$ cat src/ascd_pkg.sv
/*
 * Shared constants and carrier types of the serial command decoder.
 * Assumes one system clock that also serves as the converter master clock.
 */
`default_nettype none
package ascd_pkg;
	localparam int NUM_REGS = 11;
	localparam logic [4:0] LAST_ADDR = 5'h0A;
	localparam int OFC_BASE = 5;
	localparam int FSC_BASE = 8;
	// addresses 0Ah down to 00h; the id nibble is merged in on read
	localparam logic [10:0][7:0] REG_RESET = {8'h40, 8'h00, 8'h00, 8'h00, 8'h00, 8'h00,
		8'h03, 8'h32, 8'h08, 8'h52, 8'h00};
	// opcodes; wake, standby, sync and reset compared on bits 7:1 (bit 0 don't care), register read/write on bits 7:5
	localparam logic [6:0] OPC_WAKE_HI = 7'h00;
	localparam logic [6:0] OPC_STANDBY_HI = 7'h01;
	localparam logic [6:0] OPC_SYNC_HI = 7'h02;
	localparam logic [6:0] OPC_RESET_HI = 7'h03;
	localparam logic [7:0] OPC_CONT_READ = 8'h10;
	localparam logic [7:0] OPC_STOP_CONT = 8'h11;
	localparam logic [7:0] OPC_READ_DATA = 8'h12;
	localparam logic [2:0] OPC_REG_READ_HI = 3'h1;
	localparam logic [2:0] OPC_REG_WRITE_HI = 3'h2;
	localparam logic [7:0] OPC_OFFSET_CAL = 8'h60;
	localparam logic [7:0] OPC_GAIN_CAL = 8'h61;
	// inter_byte_gap in master clock cycles, clock_in is the master clock
	localparam logic [7:0] INTER_BYTE_GAP_CYC = 8'h18;
	localparam logic [5:0] SETTLE_READINGS = 6'h3F;

	typedef enum logic [2:0] {PH_CMD, PH_RD_CNT, PH_RD_DATA, PH_WR_CNT, PH_WR_DATA} ascd_phase_t;

	typedef struct packed {
		logic valid;
		logic [31:0] data;
	} ascd_conv_t;

	typedef struct packed {
		logic done;
		logic [23:0] value;
	} ascd_cal_t;

	typedef struct packed {
		logic standby;
		logic cont_mode;
		logic restart;
		logic offset_cal_start;
		logic gain_cal_start;
		logic gap_error;
	} ascd_ctrl_t;

	typedef struct packed {
		logic sclk_s1, sclk_s2, sclk_s3;
		logic din_s1, din_s2;
		logic mode_s1, mode_s2;
		logic [2:0] bit_cnt;
		logic [7:0] shift_in;
		ascd_phase_t phase;
		logic [4:0] addr;
		logic [4:0] remain;
		logic [31:0] shift_out;
		logic load_pend;
		logic [7:0] load_byte;
		logic cont_mode;
		logic standby;
		logic rdata_pend;
		logic result_ready_n_n;
		logic [5:0] settle;
		logic [7:0] gap_cnt;
		logic gap_err;
		logic cal_gain;
		logic restart;
		logic ofs_start;
		logic gain_start;
		logic [10:0][7:0] regs;
	} ascd_state_t;
endpackage : ascd_pkg
`default_nettype wire

$ cat src/ascd_decoder.sv
/*
 * Serial command decoder of a delta-sigma converter: byte framing on the
 * host serial clock, command decode, register file, result readout.
 * Assumes the filter core delivers results and calibration values on
 * clock_in; sclk, din and the mode pin come from outside and are synchronised.
 */
// Notes on behaviour
// - commands act only in register control mode; ignored in pin mode
// - continuous mode shifts results out on host clock without commands
// - 0000000X leaves standby and resumes conversions
// - leave-standby outside standby changes nothing
// - 0000001X enters standby; registers and serial port stay alive
// - 0000010X abandons current conversion and restarts
// - 0000011X restores defaults, enables continuous read, restarts
// - 10h enables continuous read; ready falls for each new result
// - 11h leaves continuous read and suppresses ready; conversions continue
// - 12h outputs the next result once
// - register read: start address byte then count-minus-one byte
// - read data appears from the 16th falling clock edge, address increments
// - register write: start address byte then count-minus-one byte
// - write takes exactly count data bytes for consecutive addresses; bytes for 00h and past 0Ah are not stored
// - 60h starts offset calibration; result lands in offset_correction
// - 61h starts gain calibration; result lands in gain_correction
// - any register write restarts conversion, dropping 63 readings
// - registers 00h to 0Ah, reached by read and write commands; calibration results and 0000011X also load them
`timescale 1ns/1ps
`default_nettype none
module ascd_decoder #(
	parameter logic [3:0] ID_CODE = 4'h5 // arbitrary value
) (
	// clock and reset
	input wire logic clock_in,
	input wire logic sys_rst_in,
	// serial pins
	input wire logic sclk_in,
	input wire logic din_in,
	input wire logic reg_mode_in,
	output logic dout_out,
	output logic result_ready_n_out,
	// converter core
	input wire ascd_pkg::ascd_conv_t conv_in,
	input wire ascd_pkg::ascd_cal_t cal_in,
	output ascd_pkg::ascd_ctrl_t ctrl_out,
	output logic [10:0][7:0] regs_out
);
	ascd_pkg::ascd_state_t st_r;
	ascd_pkg::ascd_state_t st_nxt;
	logic rise;
	logic fall;
	logic byte_done;
	logic [7:0] rx_byte;
	logic take;
	logic conv_take;

	function automatic logic [7:0] reg_read(input logic [10:0][7:0] regs,
		input logic [4:0] addr);
		logic [7:0] v;
		v = 8'h00;
		if (addr == 5'h00) begin
			v = {ID_CODE, 4'h0};
		end else if (addr <= ascd_pkg::LAST_ADDR) begin
			v = regs[addr[3:0]];
		end
		return v;
	endfunction : reg_read

	assign rise = st_r.sclk_s2 & ~st_r.sclk_s3;
	assign fall = ~st_r.sclk_s2 & st_r.sclk_s3;
	assign byte_done = rise && (st_r.bit_cnt == 3'h7);
	assign rx_byte = {st_r.shift_in[6:0], st_r.din_s2};
	assign take = byte_done && st_r.mode_s2;
	assign conv_take = conv_in.valid && !st_r.standby && (st_r.settle == 6'h00);

	always_comb begin
		st_nxt = st_r;
		st_nxt.sclk_s1 = sclk_in;
		st_nxt.sclk_s2 = st_r.sclk_s1;
		st_nxt.sclk_s3 = st_r.sclk_s2;
		st_nxt.din_s1 = din_in;
		st_nxt.din_s2 = st_r.din_s1;
		st_nxt.mode_s1 = reg_mode_in;
		st_nxt.mode_s2 = st_r.mode_s1;
		st_nxt.restart = 1'b0;
		st_nxt.ofs_start = 1'b0;
		st_nxt.gain_start = 1'b0;
		if (st_r.gap_cnt != 8'hFF) begin
			st_nxt.gap_cnt = st_r.gap_cnt + 8'h01;
		end
		if (rise) begin
			st_nxt.shift_in = rx_byte;
			st_nxt.bit_cnt = st_r.bit_cnt + 3'h1;
			st_nxt.result_ready_n_n = 1'b1;
			// sticky until reset: a short gap may have corrupted framing
			if (st_r.bit_cnt == 3'h0 && st_r.gap_cnt < ascd_pkg::INTER_BYTE_GAP_CYC) begin
				st_nxt.gap_err = 1'b1;
			end
		end
		if (byte_done) begin
			st_nxt.gap_cnt = 8'h00;
		end
		if (fall) begin
			if (st_r.load_pend) begin
				st_nxt.shift_out = {st_r.load_byte, 24'h000000};
				st_nxt.load_pend = 1'b0;
			end else begin
				st_nxt.shift_out = {st_r.shift_out[30:0], 1'b0};
			end
		end
		if (conv_in.valid && !st_r.standby) begin
			if (st_r.settle != 6'h00) begin
				st_nxt.settle = st_r.settle - 6'h01;
			end else if (st_r.cont_mode || st_r.rdata_pend) begin
				st_nxt.shift_out = conv_in.data;
				st_nxt.result_ready_n_n = 1'b0;
				st_nxt.rdata_pend = 1'b0;
			end
		end
		if (cal_in.done) begin
			if (st_r.cal_gain) begin
				st_nxt.regs[ascd_pkg::FSC_BASE +: 3] = cal_in.value;
			end else begin
				st_nxt.regs[ascd_pkg::OFC_BASE +: 3] = cal_in.value;
			end
		end
		if (take) begin
			case (st_r.phase)
				ascd_pkg::PH_CMD: begin
					if (rx_byte[7:1] == ascd_pkg::OPC_WAKE_HI) begin
						st_nxt.standby = 1'b0;
					end else if (rx_byte[7:1] == ascd_pkg::OPC_STANDBY_HI) begin
						st_nxt.standby = 1'b1;
						st_nxt.result_ready_n_n = 1'b1;
					end else if (rx_byte[7:1] == ascd_pkg::OPC_SYNC_HI) begin
						st_nxt.restart = 1'b1;
						st_nxt.result_ready_n_n = 1'b1;
					end else if (rx_byte[7:1] == ascd_pkg::OPC_RESET_HI) begin
						st_nxt.regs = ascd_pkg::REG_RESET;
						st_nxt.cont_mode = 1'b1;
						st_nxt.standby = 1'b0;
						st_nxt.rdata_pend = 1'b0;
						st_nxt.settle = 6'h00;
						st_nxt.restart = 1'b1;
						st_nxt.result_ready_n_n = 1'b1;
					end else if (rx_byte == ascd_pkg::OPC_CONT_READ) begin
						st_nxt.cont_mode = 1'b1;
					end else if (rx_byte == ascd_pkg::OPC_STOP_CONT) begin
						st_nxt.cont_mode = 1'b0;
						st_nxt.result_ready_n_n = 1'b1;
					end else if (rx_byte == ascd_pkg::OPC_READ_DATA) begin
						st_nxt.rdata_pend = 1'b1;
					end else if (rx_byte == ascd_pkg::OPC_OFFSET_CAL) begin
						st_nxt.ofs_start = 1'b1;
						st_nxt.cal_gain = 1'b0;
					end else if (rx_byte == ascd_pkg::OPC_GAIN_CAL) begin
						st_nxt.gain_start = 1'b1;
						st_nxt.cal_gain = 1'b1;
					end else if (rx_byte[7:5] == ascd_pkg::OPC_REG_READ_HI) begin
						st_nxt.addr = rx_byte[4:0];
						st_nxt.phase = ascd_pkg::PH_RD_CNT;
					end else if (rx_byte[7:5] == ascd_pkg::OPC_REG_WRITE_HI) begin
						st_nxt.addr = rx_byte[4:0];
						st_nxt.phase = ascd_pkg::PH_WR_CNT;
					end
					// any other byte falls through untouched
				end
				ascd_pkg::PH_RD_CNT: begin
					st_nxt.remain = rx_byte[4:0];
					st_nxt.load_byte = reg_read(st_r.regs, st_r.addr);
					st_nxt.load_pend = 1'b1;
					st_nxt.phase = ascd_pkg::PH_RD_DATA;
				end
				ascd_pkg::PH_RD_DATA: begin
					if (st_r.remain == 5'h00) begin
						st_nxt.phase = ascd_pkg::PH_CMD;
					end else begin
						st_nxt.addr = st_r.addr + 5'h01;
						st_nxt.remain = st_r.remain - 5'h01;
						st_nxt.load_byte = reg_read(st_r.regs, st_r.addr + 5'h01);
						st_nxt.load_pend = 1'b1;
					end
				end
				ascd_pkg::PH_WR_CNT: begin
					st_nxt.remain = rx_byte[4:0];
					st_nxt.phase = ascd_pkg::PH_WR_DATA;
				end
				default: begin
					// id and addresses past the map are not writable
					if (st_r.addr != 5'h00 && st_r.addr <= ascd_pkg::LAST_ADDR) begin
						st_nxt.regs[st_r.addr[3:0]] = rx_byte;
					end
					st_nxt.addr = st_r.addr + 5'h01;
					st_nxt.remain = st_r.remain - 5'h01;
					if (st_r.remain == 5'h00) begin
						st_nxt.phase = ascd_pkg::PH_CMD;
						st_nxt.restart = 1'b1;
						st_nxt.settle = ascd_pkg::SETTLE_READINGS;
						st_nxt.result_ready_n_n = 1'b1;
					end
				end
			endcase
		end
	end

	always_ff @(posedge clock_in) begin
		if (sys_rst_in) begin
			st_r <= '0;
			st_r.regs <= ascd_pkg::REG_RESET;
			st_r.cont_mode <= 1'b1;
			st_r.result_ready_n_n <= 1'b1;
			st_r.gap_cnt <= ascd_pkg::INTER_BYTE_GAP_CYC;
		end else begin
			st_r <= st_nxt;
		end
	end

	assign dout_out = st_r.shift_out[31];
	assign result_ready_n_out = st_r.result_ready_n_n;
	assign regs_out = st_r.regs;
	assign ctrl_out = '{standby: st_r.standby, cont_mode: st_r.cont_mode,
		restart: st_r.restart, offset_cal_start: st_r.ofs_start,
		gain_cal_start: st_r.gain_start, gap_error: st_r.gap_err};
endmodule : ascd_decoder
`default_nettype wire

$ cat config.mk
export PLATFORM = sky130hd
export DESIGN_NAME = ascd_decoder
export DESIGN_NICKNAME = d
export VERILOG_FILES = /design/src/ascd_pkg.sv /design/src/ascd_decoder.sv
export SDC_FILE = /design/constraint.sdc
export NUM_CORES = 1
export LEC_CHECK = 0
export ABC_AREA = 0
export BUFFER_PORTS_ARGS = -buffer_cell sky130_fd_sc_hd__buf_2
export CORE_ASPECT_RATIO = 0.9
export CORE_MARGIN = 1
export CORE_UTILIZATION = 40
export DETAILED_ROUTE_END_ITERATION = 8
export RECOVER_POWER = 100
export REMOVE_ABC_BUFFERS = 1
export SYNTH_ARGS = -nofsm -noshare
export SYNTH_HDL_FRONTEND = slang
export SYNTH_SLANG_ARGS = --single-unit
$ cat constraint.sdc
create_clock -name clock_in -period 4.15 [get_ports clock_in]
set_clock_uncertainty 0.05 [all_clocks]
set_input_delay 0.415 -clock clock_in [delete_from_list [all_inputs] [get_ports clock_in]]
set_output_delay 0.415 -clock clock_in [all_outputs]
set_load 0.005 [all_outputs]
==> results.md, run 1 <==
- Die width: 174 um
- Grt met3 use: 0.0483
- Syn-to-layout area delta: 6.57%
- Remaining global-route overflow: 0
- Async S/R FF share, synth: 0
- Max Cap Viol: 2
- Type of the worst setup path: reg2reg
- Slew margin rel.: -0.364
- Post-Synth Adder-Cell Area: 0.0141
- H-tree level count: 4
- Yosys synthesis warning count: 0
- Sequential share of the synthesized area: 0.342
- Post-synthesis compound-gate area fraction: 0.168
- First-pass DRT Iterations: 5
- Gr busiest metal: met2
- Peak VDD IR: 243 uV
- Crit path buffers/inverters: 1
- Drt initial violations: 889
- Number of I/O port buffers: 158
- Drt drc: 0
- Yosys reg bits: 182
- XOR/XNOR Fraction of Synth Area: 0.0107
- Period utilization: 0.892
- CP max FO: 47
- Die area: 0.0273 mm2
- Post-CTS sizing: 0
- Drt total wl: 31,900 um
- Slowest-stage cell, CP: clkbuf_2
- Initial antenna violation count: 0
- # IOs: 159
- # diodes: 0
- Via density: 5.74
- Initial core utilization: 0.408
- Rows: 56
- Largest family of logic cells by synthesized area: simple AND/OR/NAND/NOR gates
- Worst slack at placement: 0.887 ns
- Placeable Area: 0.0261 mm2
- Worst Tran Pin Value: 2.05 ns
- Critical Path RT: 4.36 ns
- Final TNS setup: 0 ns
- Post-DR wirelength/cell: 19.7 um
- Pwr Density: 381 mW/mm2
- Leakage: 4.31 nW
- Clock network latency to the later pin of the worst-skew pair: 0.44 ns
- Simple-gate share of the synthesized area: 0.216
- Worst hold-check path type: in2reg
- Post-Synthesis Cells: 1,265
- Clk slew on worst S/H paths: 0.07 ns
- Clock sinks: 182
- Max clock buf depth: 2
- FMAX: 270 MHz
- Minimum clock period: 3.70 ns
- CTS Root Cell: clkbuf_16
- Mapped Area: 0.0107 mm2
- EDFF count, synth: 0
- Final Hold Vio Count: 0
- Status: finished, violations left
- Routed Antenna Nets: 0
- Hpwl dp: 21,700 um
- Met2 Track Usage GR: 0.347
- Final #Nets: 1,338
- Startpoint Class: register
- CTS tree: yes
- Final worst slack: 0.447 ns
- Die Ht: 157 um
- GPL Wtd Cong: 0.910
- Final setup vio count: 0
- CTS Buf Count: 17
- Post-CTS Setup Inserts: 0
- CP max stage delay: 0.94 ns
- CP arrival: 3.92 ns
- Tot GR Track Use: 0.232
- Hold buffers post-CTS: 0
- FILL cells: 2,672
- Post-synthesis mux area share: 0.135
- Violated checks: max-capacitance violations, max-slew violations
- Largest net degree at the start of global routing: 52
- First-pass GRT wire length: 49,400 um
- CP Capture Type: register
- RSZ-0062 raised after global routing: false
- Fin. max-slew vios: 81
- Top delay family on crit path: simple AND/OR/NAND/NOR gates
- Ys flop type: dfxtp_1
- Post-Syn Area per Cell: 8.43 um2
- Crit-path cells: or2_2 > nor4_4 > a21o_1 > clkbuf_2 > a211oi_1
- Post-synthesis cell type count: 69
- Grt met1 use: 0.333
- Total number of vias: 9,322
- Vias in the first global route: 8,481
- Layout cell share with drive strength beyond 1: 0.169
[path summary, 6_finish.rpt]
check | start | to | slack, ns | cells past startpoint
setup / recovery | rx_byte[4]$_SDFFE_PP0P_ | regs_out[56]$_SDFF_PP0_ | 0.45 | 5
hold / removal | din_in | st_nxt[178]$_SDFF_PP0_ | 0.14 | 2
setup reg to reg | rx_byte[4]$_SDFFE_PP0P_ | regs_out[56]$_SDFF_PP0_ | 0.45 | 5
hold reg to reg | st_nxt[178]$_SDFF_PP0_ | rx_byte[0]$_SDFF_PP0_ | 0.39 | 1
[power breakdown]
group	internal (W)	switching [W]	total (W)
clock network	0.000825	0.000792	0.00162
logic	0.000303	0.000384	0.000688
registers	0.00192	0.000103	0.00202
total	0.00305	0.00128	0.00433
[sequential cells by signal, summed over array words and instances, names as in the netlist]
register,cells
dout_out,1
st_r,74
st_nxt,4
regs_out,88
rx_byte,8
ctrl_out,6
result_ready_n_out,1
[synthesized netlist by cell type, drive strengths merged (12+ instances only)]
library cell  instances  share of area
dfxtp               182           0.34
nand3                61          0.029
nor2                156          0.055
a211oi               77          0.055
o21ai                52          0.024
clkbuf               67          0.024
buf                 133          0.084
nor2b                14         0.0082
a21oi                47          0.022
a31oi                15          0.010
nand2               101          0.036
nor3b                36          0.027
inv                  16         0.0056
mux4                 28          0.059
nor3                 48          0.025
o211ai               17          0.012
ha                   12          0.014
mux2i                77          0.072
[layer usage]
metal | wire length (um) | part of all wire
met2 | 14000 | 0.44
met3 | 2090 | 0.066
met1 | 15300 | 0.48
met5 | 0 | 0
met4 | 590 | 0.018
[through the flow]
| stage | total power (W) | util | area (um2) | instances | hold slack [ns] |
|---|---|---|---|---|---|
| 5_1_grt | 0.00456 | 0.435 | 11400 | 1624 | 0.134 |
| 6_report | 0.00433 | 0.435 | 11400 | 1624 | 0.137 |
| 3_3_place_gp | 0.00274 | 0.418 | 10900 | 1592 | 0.376 |
| 4_1_cts | 0.00436 | 0.440 | 11500 | 1624 | 0.128 |
| 3_5_place_dp | 0.00275 | 0.418 | 10900 | 1592 | 0.372 |
| 2_1_floorplan | 0.00253 | - | 9510 | 1065 | 0.364 |
[layout by cell type, fill, tap and decap left out, types with 12 or more instances in the layout]
master / netlist / final
a211oi_1: 76 / 76
a21oi_1: 47 / 46
a31oi_1: 14 / 14
buf_2: 28 / 122
buf_4: 97 / 18
clkbuf_1: 67 / 38
clkbuf_16: 0 / 17
dfxtp_1: 182 / 181
ha_1: 12 / 12
inv_1: 16 / 16
mux2i_1: 77 / 77
mux4_2: 28 / 28
nand2_1: 101 / 101
nand3_1: 61 / 61
nor2_1: 156 / 155
nor2b_1: 14 / 14
nor3_1: 45 / 48
nor3b_1: 33 / 35
o211ai_1: 17 / 17
o21ai_0: 52 / 52
[logic make-up after synthesis]
family	Yosys count
and+or+nand+nor	470
AOI/OAI and AO/OA	262
DFF	182
adders and majority gates	12
xor gates and xnor gates	13
buffers and inverters	218
muxes	108
[layout make-up]
class / instances / area, um2 / share of cell area
sequential: 182 / 3640 / 0.321
tap: 348 / 435 / 0.0383
inverter: 18 / 67.6 / 0.00595
clock buffer: 20 / 457 / 0.0402
timing repair buffer: 179 / 895 / 0.0787
multi-input combinational: 865 / 5750 / 0.506
clock inverter: 12 / 110 / 0.00969
(Power assumes the default switching activity.)
==> run 2, diff against run 1 <==
- CELL_PAD_IN_SITES_DETAIL_PLACEMENT: unset -> 0
- CELL_PAD_IN_SITES_GLOBAL_PLACEMENT: unset -> 1
- PLACE_DENSITY_LB_ADDON: unset -> 0.1
==> run 2 against run 1 <==
  * The run still ends with max-capacitance violations, max-slew violations left
  * Wire length increased by 2.7%
  * Clock-buffer cell count decreased by 3
  * First-iteration DRC count decreased by 27%
  * Sequential power about the same
  * Die area unchanged
  * Critical path type unchanged
  * Critical endpoint is now regs_out[42]$_SDFF_PP0_
  * Largest power group unchanged
==> results.md, run 2 (same netlist as run 1, synthesis figures left out) <==
- Most common cell after layout, fill and taps aside: dfxtp_1 (unchanged)
- Placeable Area: 0.0261 mm2 (unchanged)
- Die Ht: 157 um (unchanged)
- Peak VDD IR: 269 uV (was 243 uV)
- Post-DR wirelength/cell: 20.2 um (was 19.7 um)
- Drt total wl: 32,800 um (was 31,900 um)
- Initial core utilization: 0.408 (unchanged)
- Hpwl dp: 22,300 um (was 21,700 um)
- Syn-to-layout area delta: 7.44% (was 6.57%)
- Worst hold-check path type: in2reg (unchanged)
- Minimum clock period: 3.70 ns (about the same)
- CP Capture Type: register (unchanged)
- Max Cap Viol: 2 (unchanged)
- Worst Hold Depth: 2 (unchanged)
- FMAX: 270 MHz (about the same)
- Period utilization: 0.892 (about the same)
- H-tree level count: 4 (unchanged)
- Hold buffers post-CTS: 0 (unchanged)
- Final #Nets: 1,342 (was 1,338)
- Via density: 5.64 (was 5.74)
- Area occupied by registers: 0.00365 mm2 (was 0.00364 mm2)
- CTS Root Cell: clkbuf_16 (unchanged)
- Rows: 56 (unchanged)
- Clock sinks: 182 (unchanged)
- Crit-path cells: or2_2 > nor4_4 > a21o_1 > clkbuf_2 > a211oi_1 (unchanged)
- R2r startpoint: rx_byte[3]$_SDFFE_PP0P_ (was rx_byte[4]$_SDFFE_PP0P_)
- Pwr Density: 387 mW/mm2 (was 381 mW/mm2)
- Die width: 174 um (unchanged)
- # diodes: 0 (unchanged)
- Hold Crit Endpoint: st_nxt[176]$_SDFF_PP0_ (was st_nxt[178]$_SDFF_PP0_)
- Tot GR Track Use: 0.240 (was 0.232)
- Critical Path RT: 4.38 ns (was 4.36 ns)
- RSZ-0062 raised after global routing: false (unchanged)
- Post-CTS sizing: 0 (unchanged)
- Remaining global-route overflow: 0 (unchanged)
- Drt initial violations: 649 (was 889)
- Finished Cell Area: 0.0115 mm2 (was 0.0114 mm2)
- Type of the worst setup path: reg2reg (unchanged)
- CP max stage delay: 0.92 ns (was 0.94 ns)
- Routed Antenna Nets: 0 (unchanged)
- Worst Tran Pin Value: 2.00 ns (was 2.05 ns)
- Worst R2R Setup Slack: 0.45 ns (about the same)
- Leakage: 4.35 nW (was 4.31 nW)
- FILL cells: 2,649 (was 2,672)
- CP max FO: 42 (was 47)
- Violated checks: max-capacitance violations, max-slew violations (unchanged)
- CTS tree: yes (unchanged)
- Final Hold Vio Count: 0 (unchanged)
- Fin. max-slew vios: 117 (was 81)
- Reg-to-reg endpoint: regs_out[42]$_SDFF_PP0_ (was regs_out[56]$_SDFF_PP0_)
- Total number of vias: 9,158 (was 9,322)
- Die area: 0.0273 mm2 (unchanged)
- Slowest-stage cell, CP: clkbuf_2 (unchanged)
- Clock network latency to the later pin of the worst-skew pair: 0.44 ns (about the same)
- Startpoint Class: register (unchanged)
- Largest net degree at the start of global routing: 83 (was 52)
- Multi-input logic area: 0.00578 mm2 (was 0.00575 mm2)
- First-pass DRT Iterations: 5 (unchanged)
- Hold path start: reg_mode_in (was din_in)
- Clk slew on worst S/H paths: 0.08 ns (was 0.07 ns)
- CP arrival: 3.93 ns (was 3.92 ns)
- R2R cell count: 5 (unchanged)
- First-pass GRT wire length: 50,700 um (was 49,400 um)
- Post-CTS Setup Inserts: 0 (unchanged)
- CTS Buf Count: 17 (unchanged)
- Layout cell share with drive strength beyond 1: 0.175 (was 0.169)
- Most frequent cells in the layout: dfxtp_1 (180), nor2_1 (155), buf_2 (124) (was dfxtp_1 (181), nor2_1 (155), buf_2 (122))
- Number of I/O port buffers: 158 (unchanged)
- Drt drc: 0 (unchanged)
- Initial antenna violation count: 0 (unchanged)
- Vias in the first global route: 8,383 (was 8,481)
- Max clock buf depth: 2 (unchanged)
- Status: finished, violations left (unchanged)
- Final setup vio count: 0 (unchanged)
- Slew margin rel.: -0.332 (was -0.364)
- GPL Wtd Cong: 0.875 (was 0.910)
- Dpl cell area: 0.0110 mm2 (was 0.0109 mm2)
- # IOs: 159 (unchanged)
- Utilization after layout: 0.438 (was 0.435)
- Max reg flops: 88 (unchanged)
==> run 2: worst max-delay path: cells and delay by family (launching register included) <==
kind	cells	cell delay, ns
DFF	1	0.69
AOI/OAI and AO/OA	2	0.82
buffers and inverters	1	0.92
and+or+nand+nor	2	1.02
==> run 2: where the power goes <==
group,switching (W),internal (W),leakage [nW]
combinational,0.000388,0.000304,2.59
sequential,0.000105,0.00192,1.48
clock,0.000766,0.000952,0.281
total,0.00126,0.00318,4.35
==> run 2: through the flow <==
stage | hold slack, ns | setup TNS, ns | instances | power (W) | setup slack, ns
floorplan | 0.364 | -7.46 | 1065 | 0.00253 | -0.718
global placement | 0.371 | 0 | 1596 | 0.00276 | 0.720
detailed placement | 0.374 | 0 | 1596 | 0.00276 | 0.513
CTS | 0.111 | 0 | 1625 | 0.00448 | 0.514
global route | 0.114 | 0 | 1625 | 0.00468 | 0.210
finish | 0.130 | 0 | 1625 | 0.00443 | 0.450
==> run 2: worst max path at each step <==
stage | endpoint | cells past startpoint | startpoint | slack, ns
2_1_floorplan | st_r[111]$_SDFFE_PP0P_ | 7 | st_r[157]$_SDFFE_PP0P_ | -0.72
3_3_place_gp | regs_out[73]$_SDFF_PP0_ | 8 | st_r[158]$_SDFFE_PP0P_ | 0.72
3_5_place_dp | regs_out[73]$_SDFF_PP0_ | 7 | st_r[158]$_SDFFE_PP0P_ | 0.51
4_1_cts | regs_out[73]$_SDFF_PP0_ | 7 | st_r[158]$_SDFFE_PP0P_ | 0.51
5_1_grt | st_r[111]$_SDFFE_PP0P_ | 8 | st_r[158]$_SDFFE_PP0P_ | 0.21
6_report | regs_out[42]$_SDFF_PP0_ | 5 | rx_byte[3]$_SDFFE_PP0P_ | 0.45
==> run 2: layout make-up <==
cell class / count / area share
multi-input cells: 865 / 0.504
flip-flops and latches: 182 / 0.318
repair buffers: 183 / 0.0817
well taps: 348 / 0.0380
clock buffers: 17 / 0.0371
clock inverters: 12 / 0.0146
inverters: 18 / 0.00590
==> run 2: layer usage <==
metal / vias up / track usage / share of wire
met3: 28 / 0.0589 / 0.068
met4: 0 / 0.0602 / 0.015
li1: 4451 / - / -
met1: 4384 / 0.352 / 0.50
met2: 295 / 0.348 / 0.42
met5: - / 0 / 0
==> run 3, diff against run 2 <==
- CORE_UTILIZATION: 40 -> 39
- clock period: 4.15 -> 3 ns (I/O delays scaled with it)
==> run 3 against run 2 <==
  * Core utilization shrank 0.27 points
  * Non-clock buffer count is 36 higher
  * Largest cell class unchanged
  * Wire length rose by 2.0%
  * The flow now finishes without violations
==> results.md, run 3 (same netlist as run 1, synthesis figures left out) <==
- Status: finished, final reports clean (was finished, violations left)
- Worst Hold Depth: 2 (unchanged)
- Drt drc: 0 (unchanged)
- # IOs: 159 (unchanged)
- Largest net degree at the start of global routing: 53 (was 83)
- Post-DR wirelength/cell: 20.0 um (was 20.2 um)
- Remaining global-route overflow: 0 (unchanged)
- Startpoint Class: register (unchanged)
- Final Hold Vio Count: 0 (unchanged)
- Reg-to-reg endpoint: st_r[115]$_SDFFE_PP0P_ (was regs_out[42]$_SDFF_PP0_)
- Placeable Area: 0.0270 mm2 (was 0.0261 mm2)
- CTS Buf Count: 17 (unchanged)
- R2R cell count: 6 (was 5)
- Tot GR Track Use: 0.238 (was 0.240)
- Clock network latency to the later pin of the worst-skew pair: 0.44 ns (about the same)
- Critical Path RT: 3.30 ns (was 4.38 ns)
- GPL Wtd Cong: 0.885 (was 0.875)
- Clk slew on worst S/H paths: 0.08 ns (about the same)
- Most frequent cells in the layout: dfxtp_1 (180), nor2_1 (155), buf_2 (129) (was dfxtp_1 (180), nor2_1 (155), buf_2 (124))
- Max Cap Viol: 0 (was 2)
- Vias in the first global route: 8,484 (was 8,383)
- Crit-path cells: nand3_1 > xnor2_1 > nand3b_1 > a311oi_1 > a31oi_1 > a311oi_1 (was or2_2 > nor4_4 > a21o_1 > clkbuf_2 > a211oi_1)
- Pwr Density: 511 mW/mm2 (was 387 mW/mm2)
- Routed Antenna Nets: 0 (unchanged)
- Die area: 0.0280 mm2 (was 0.0273 mm2)
- RSZ-0062 raised after global routing: false (unchanged)
- Worst R2R Setup Slack: 0.23 ns (was 0.45 ns)
- Final setup vio count: 0 (unchanged)
- Utilization after layout: 0.436 (was 0.438)
- Most common cell after layout, fill and taps aside: dfxtp_1 (unchanged)
- Final #Nets: 1,378 (was 1,342)
- CTS Root Cell: clkbuf_16 (unchanged)
- CP Capture Type: register (unchanged)
- Max clock buf depth: 2 (unchanged)
- Die Ht: 159 um (was 157 um)
- H-tree level count: 4 (unchanged)
- Drt total wl: 33,400 um (was 32,800 um)
- Initial core utilization: 0.396 (was 0.408)
- Period utilization: 0.923 (was 0.892)
- R2r startpoint: st_r[160]$_SDFFE_PP0P_ (was rx_byte[3]$_SDFFE_PP0P_)
- WHS: 0.0145 ns (was 0.130 ns)
- Via density: 5.55 (was 5.64)
- Total number of vias: 9,273 (was 9,158)
- Slowest-stage cell, CP: dfxtp_1 (was clkbuf_2)
- CP arrival: 3.07 ns (was 3.93 ns)
- Worst hold-check path type: in2reg (unchanged)
- Hold Crit Endpoint: st_nxt[181]$_SDFF_PP0_ (was st_nxt[176]$_SDFF_PP0_)
- CTS tree: yes (unchanged)
- CP max FO: 20 (was 42)
- Leakage: 4.59 nW (was 4.35 nW)
- Die width: 176 um (was 174 um)
- First-pass GRT wire length: 51,300 um (was 50,700 um)
- Minimum clock period: 2.77 ns (was 3.70 ns)
- Slew margin rel.: 0.350 (was -0.332)
- Number of I/O port buffers: 158 (unchanged)
- Most frequent CP cell: a311oi_1
- Dpl cell area: 0.0113 mm2 (was 0.0110 mm2)
- CP max stage delay: 0.85 ns (was 0.92 ns)
- # diodes: 0 (unchanged)
- Hold path start: sclk_in (was reg_mode_in)
- Syn-to-layout area delta: 10.1% (was 7.44%)
- Drt initial violations: 669 (was 649)
- Max reg flops: 88 (unchanged)
- Post-CTS Setup Inserts: 0 (unchanged)
- Hpwl dp: 23,500 um (was 22,300 um)
- Worst Tran Pin Value: 0.976 ns (was 2.00 ns)
- Peak VDD IR: 368 uV (was 269 uV)
- Fin. max-slew vios: 0 (was 117)
- Initial antenna violation count: 0 (unchanged)
- Clock sinks: 182 (unchanged)
- Type of the worst setup path: reg2reg (unchanged)
- Rows: 57 (was 56)
- Finished Cell Area: 0.0117 mm2 (was 0.0115 mm2)
- First-pass DRT Iterations: 5 (unchanged)
- FMAX: 361 MHz (was 270 MHz)
- Layout cell share with drive strength beyond 1: 0.202 (was 0.175)
-- run 3: routing by layer --
| layer | track usage | wire length (um) |
|---|---|---|
| met1 | 0.369 | 16800 |
| met4 | 0.0530 | 342 |
| met5 | 0 | 0 |
| met3 | 0.0424 | 1890 |
| met2 | 0.337 | 14300 |
-- run 3: stage by stage --
stage               setup TNS (ns)  power, W  setup WS [ns]  std cells
floorplan                   -85.53   0.00350          -1.87       1065
global placement                 0   0.00382          0.322       1637
detailed placement               0   0.00382          0.298       1637
CTS                              0   0.00608          0.283       1670
global route                     0   0.00632         0.0520       1670
finish                           0   0.00600          0.232       1670
-- run 3: worst max path at each step --
stage | start | slack, ns | to | depth (start not counted)
after global placement | st_r[160]$_SDFFE_PP0P_ | 0.32 | st_r[117]$_SDFFE_PP0P_ | 6
after detailed placement | st_r[160]$_SDFFE_PP0P_ | 0.30 | st_r[115]$_SDFFE_PP0P_ | 6
after floorplan | st_r[157]$_SDFFE_PP0P_ | -1.87 | st_r[111]$_SDFFE_PP0P_ | 7
final | st_r[160]$_SDFFE_PP0P_ | 0.23 | st_r[115]$_SDFFE_PP0P_ | 6
after CTS | st_r[160]$_SDFFE_PP0P_ | 0.28 | st_r[115]$_SDFFE_PP0P_ | 6
after global routing | st_r[157]$_SDFFE_PP0P_ | 0.05 | st_r[113]$_SDFFE_PP0P_ | 8
-- run 3: final cells by class --
type                    instances  area, um2
well taps                     354        443
clock buffers                  19        443
multi-input cells             865       5800
fillers                      2762      15200
clock inverters                13        130
repair buffers                219       1220
flip-flops and latches        182       3650
inverters                      18       67.6
-- run 3: where the power goes --
part	internal [W]	switching (W)
clock	0.00113	0.00111
sequential	0.00266	0.000145
combinational	0.000419	0.000537
total	0.00421	0.00180
-- run 3: timing repair --
action,CTS,global route
setup endpoints to repair,0,0
hold buffers,1,0
hold endpoints to repair,1,0
gates resized for setup,0,0
-- run 3: critical path: cells and delay by family (launching register included) --
family / cells / cell delay (ns)
flip-flops: 1 / 0.85
AO/OA/AOI/OAI: 3 / 0.81
XOR/XNOR: 1 / 0.23
AND/OR/NAND/NOR: 2 / 0.73
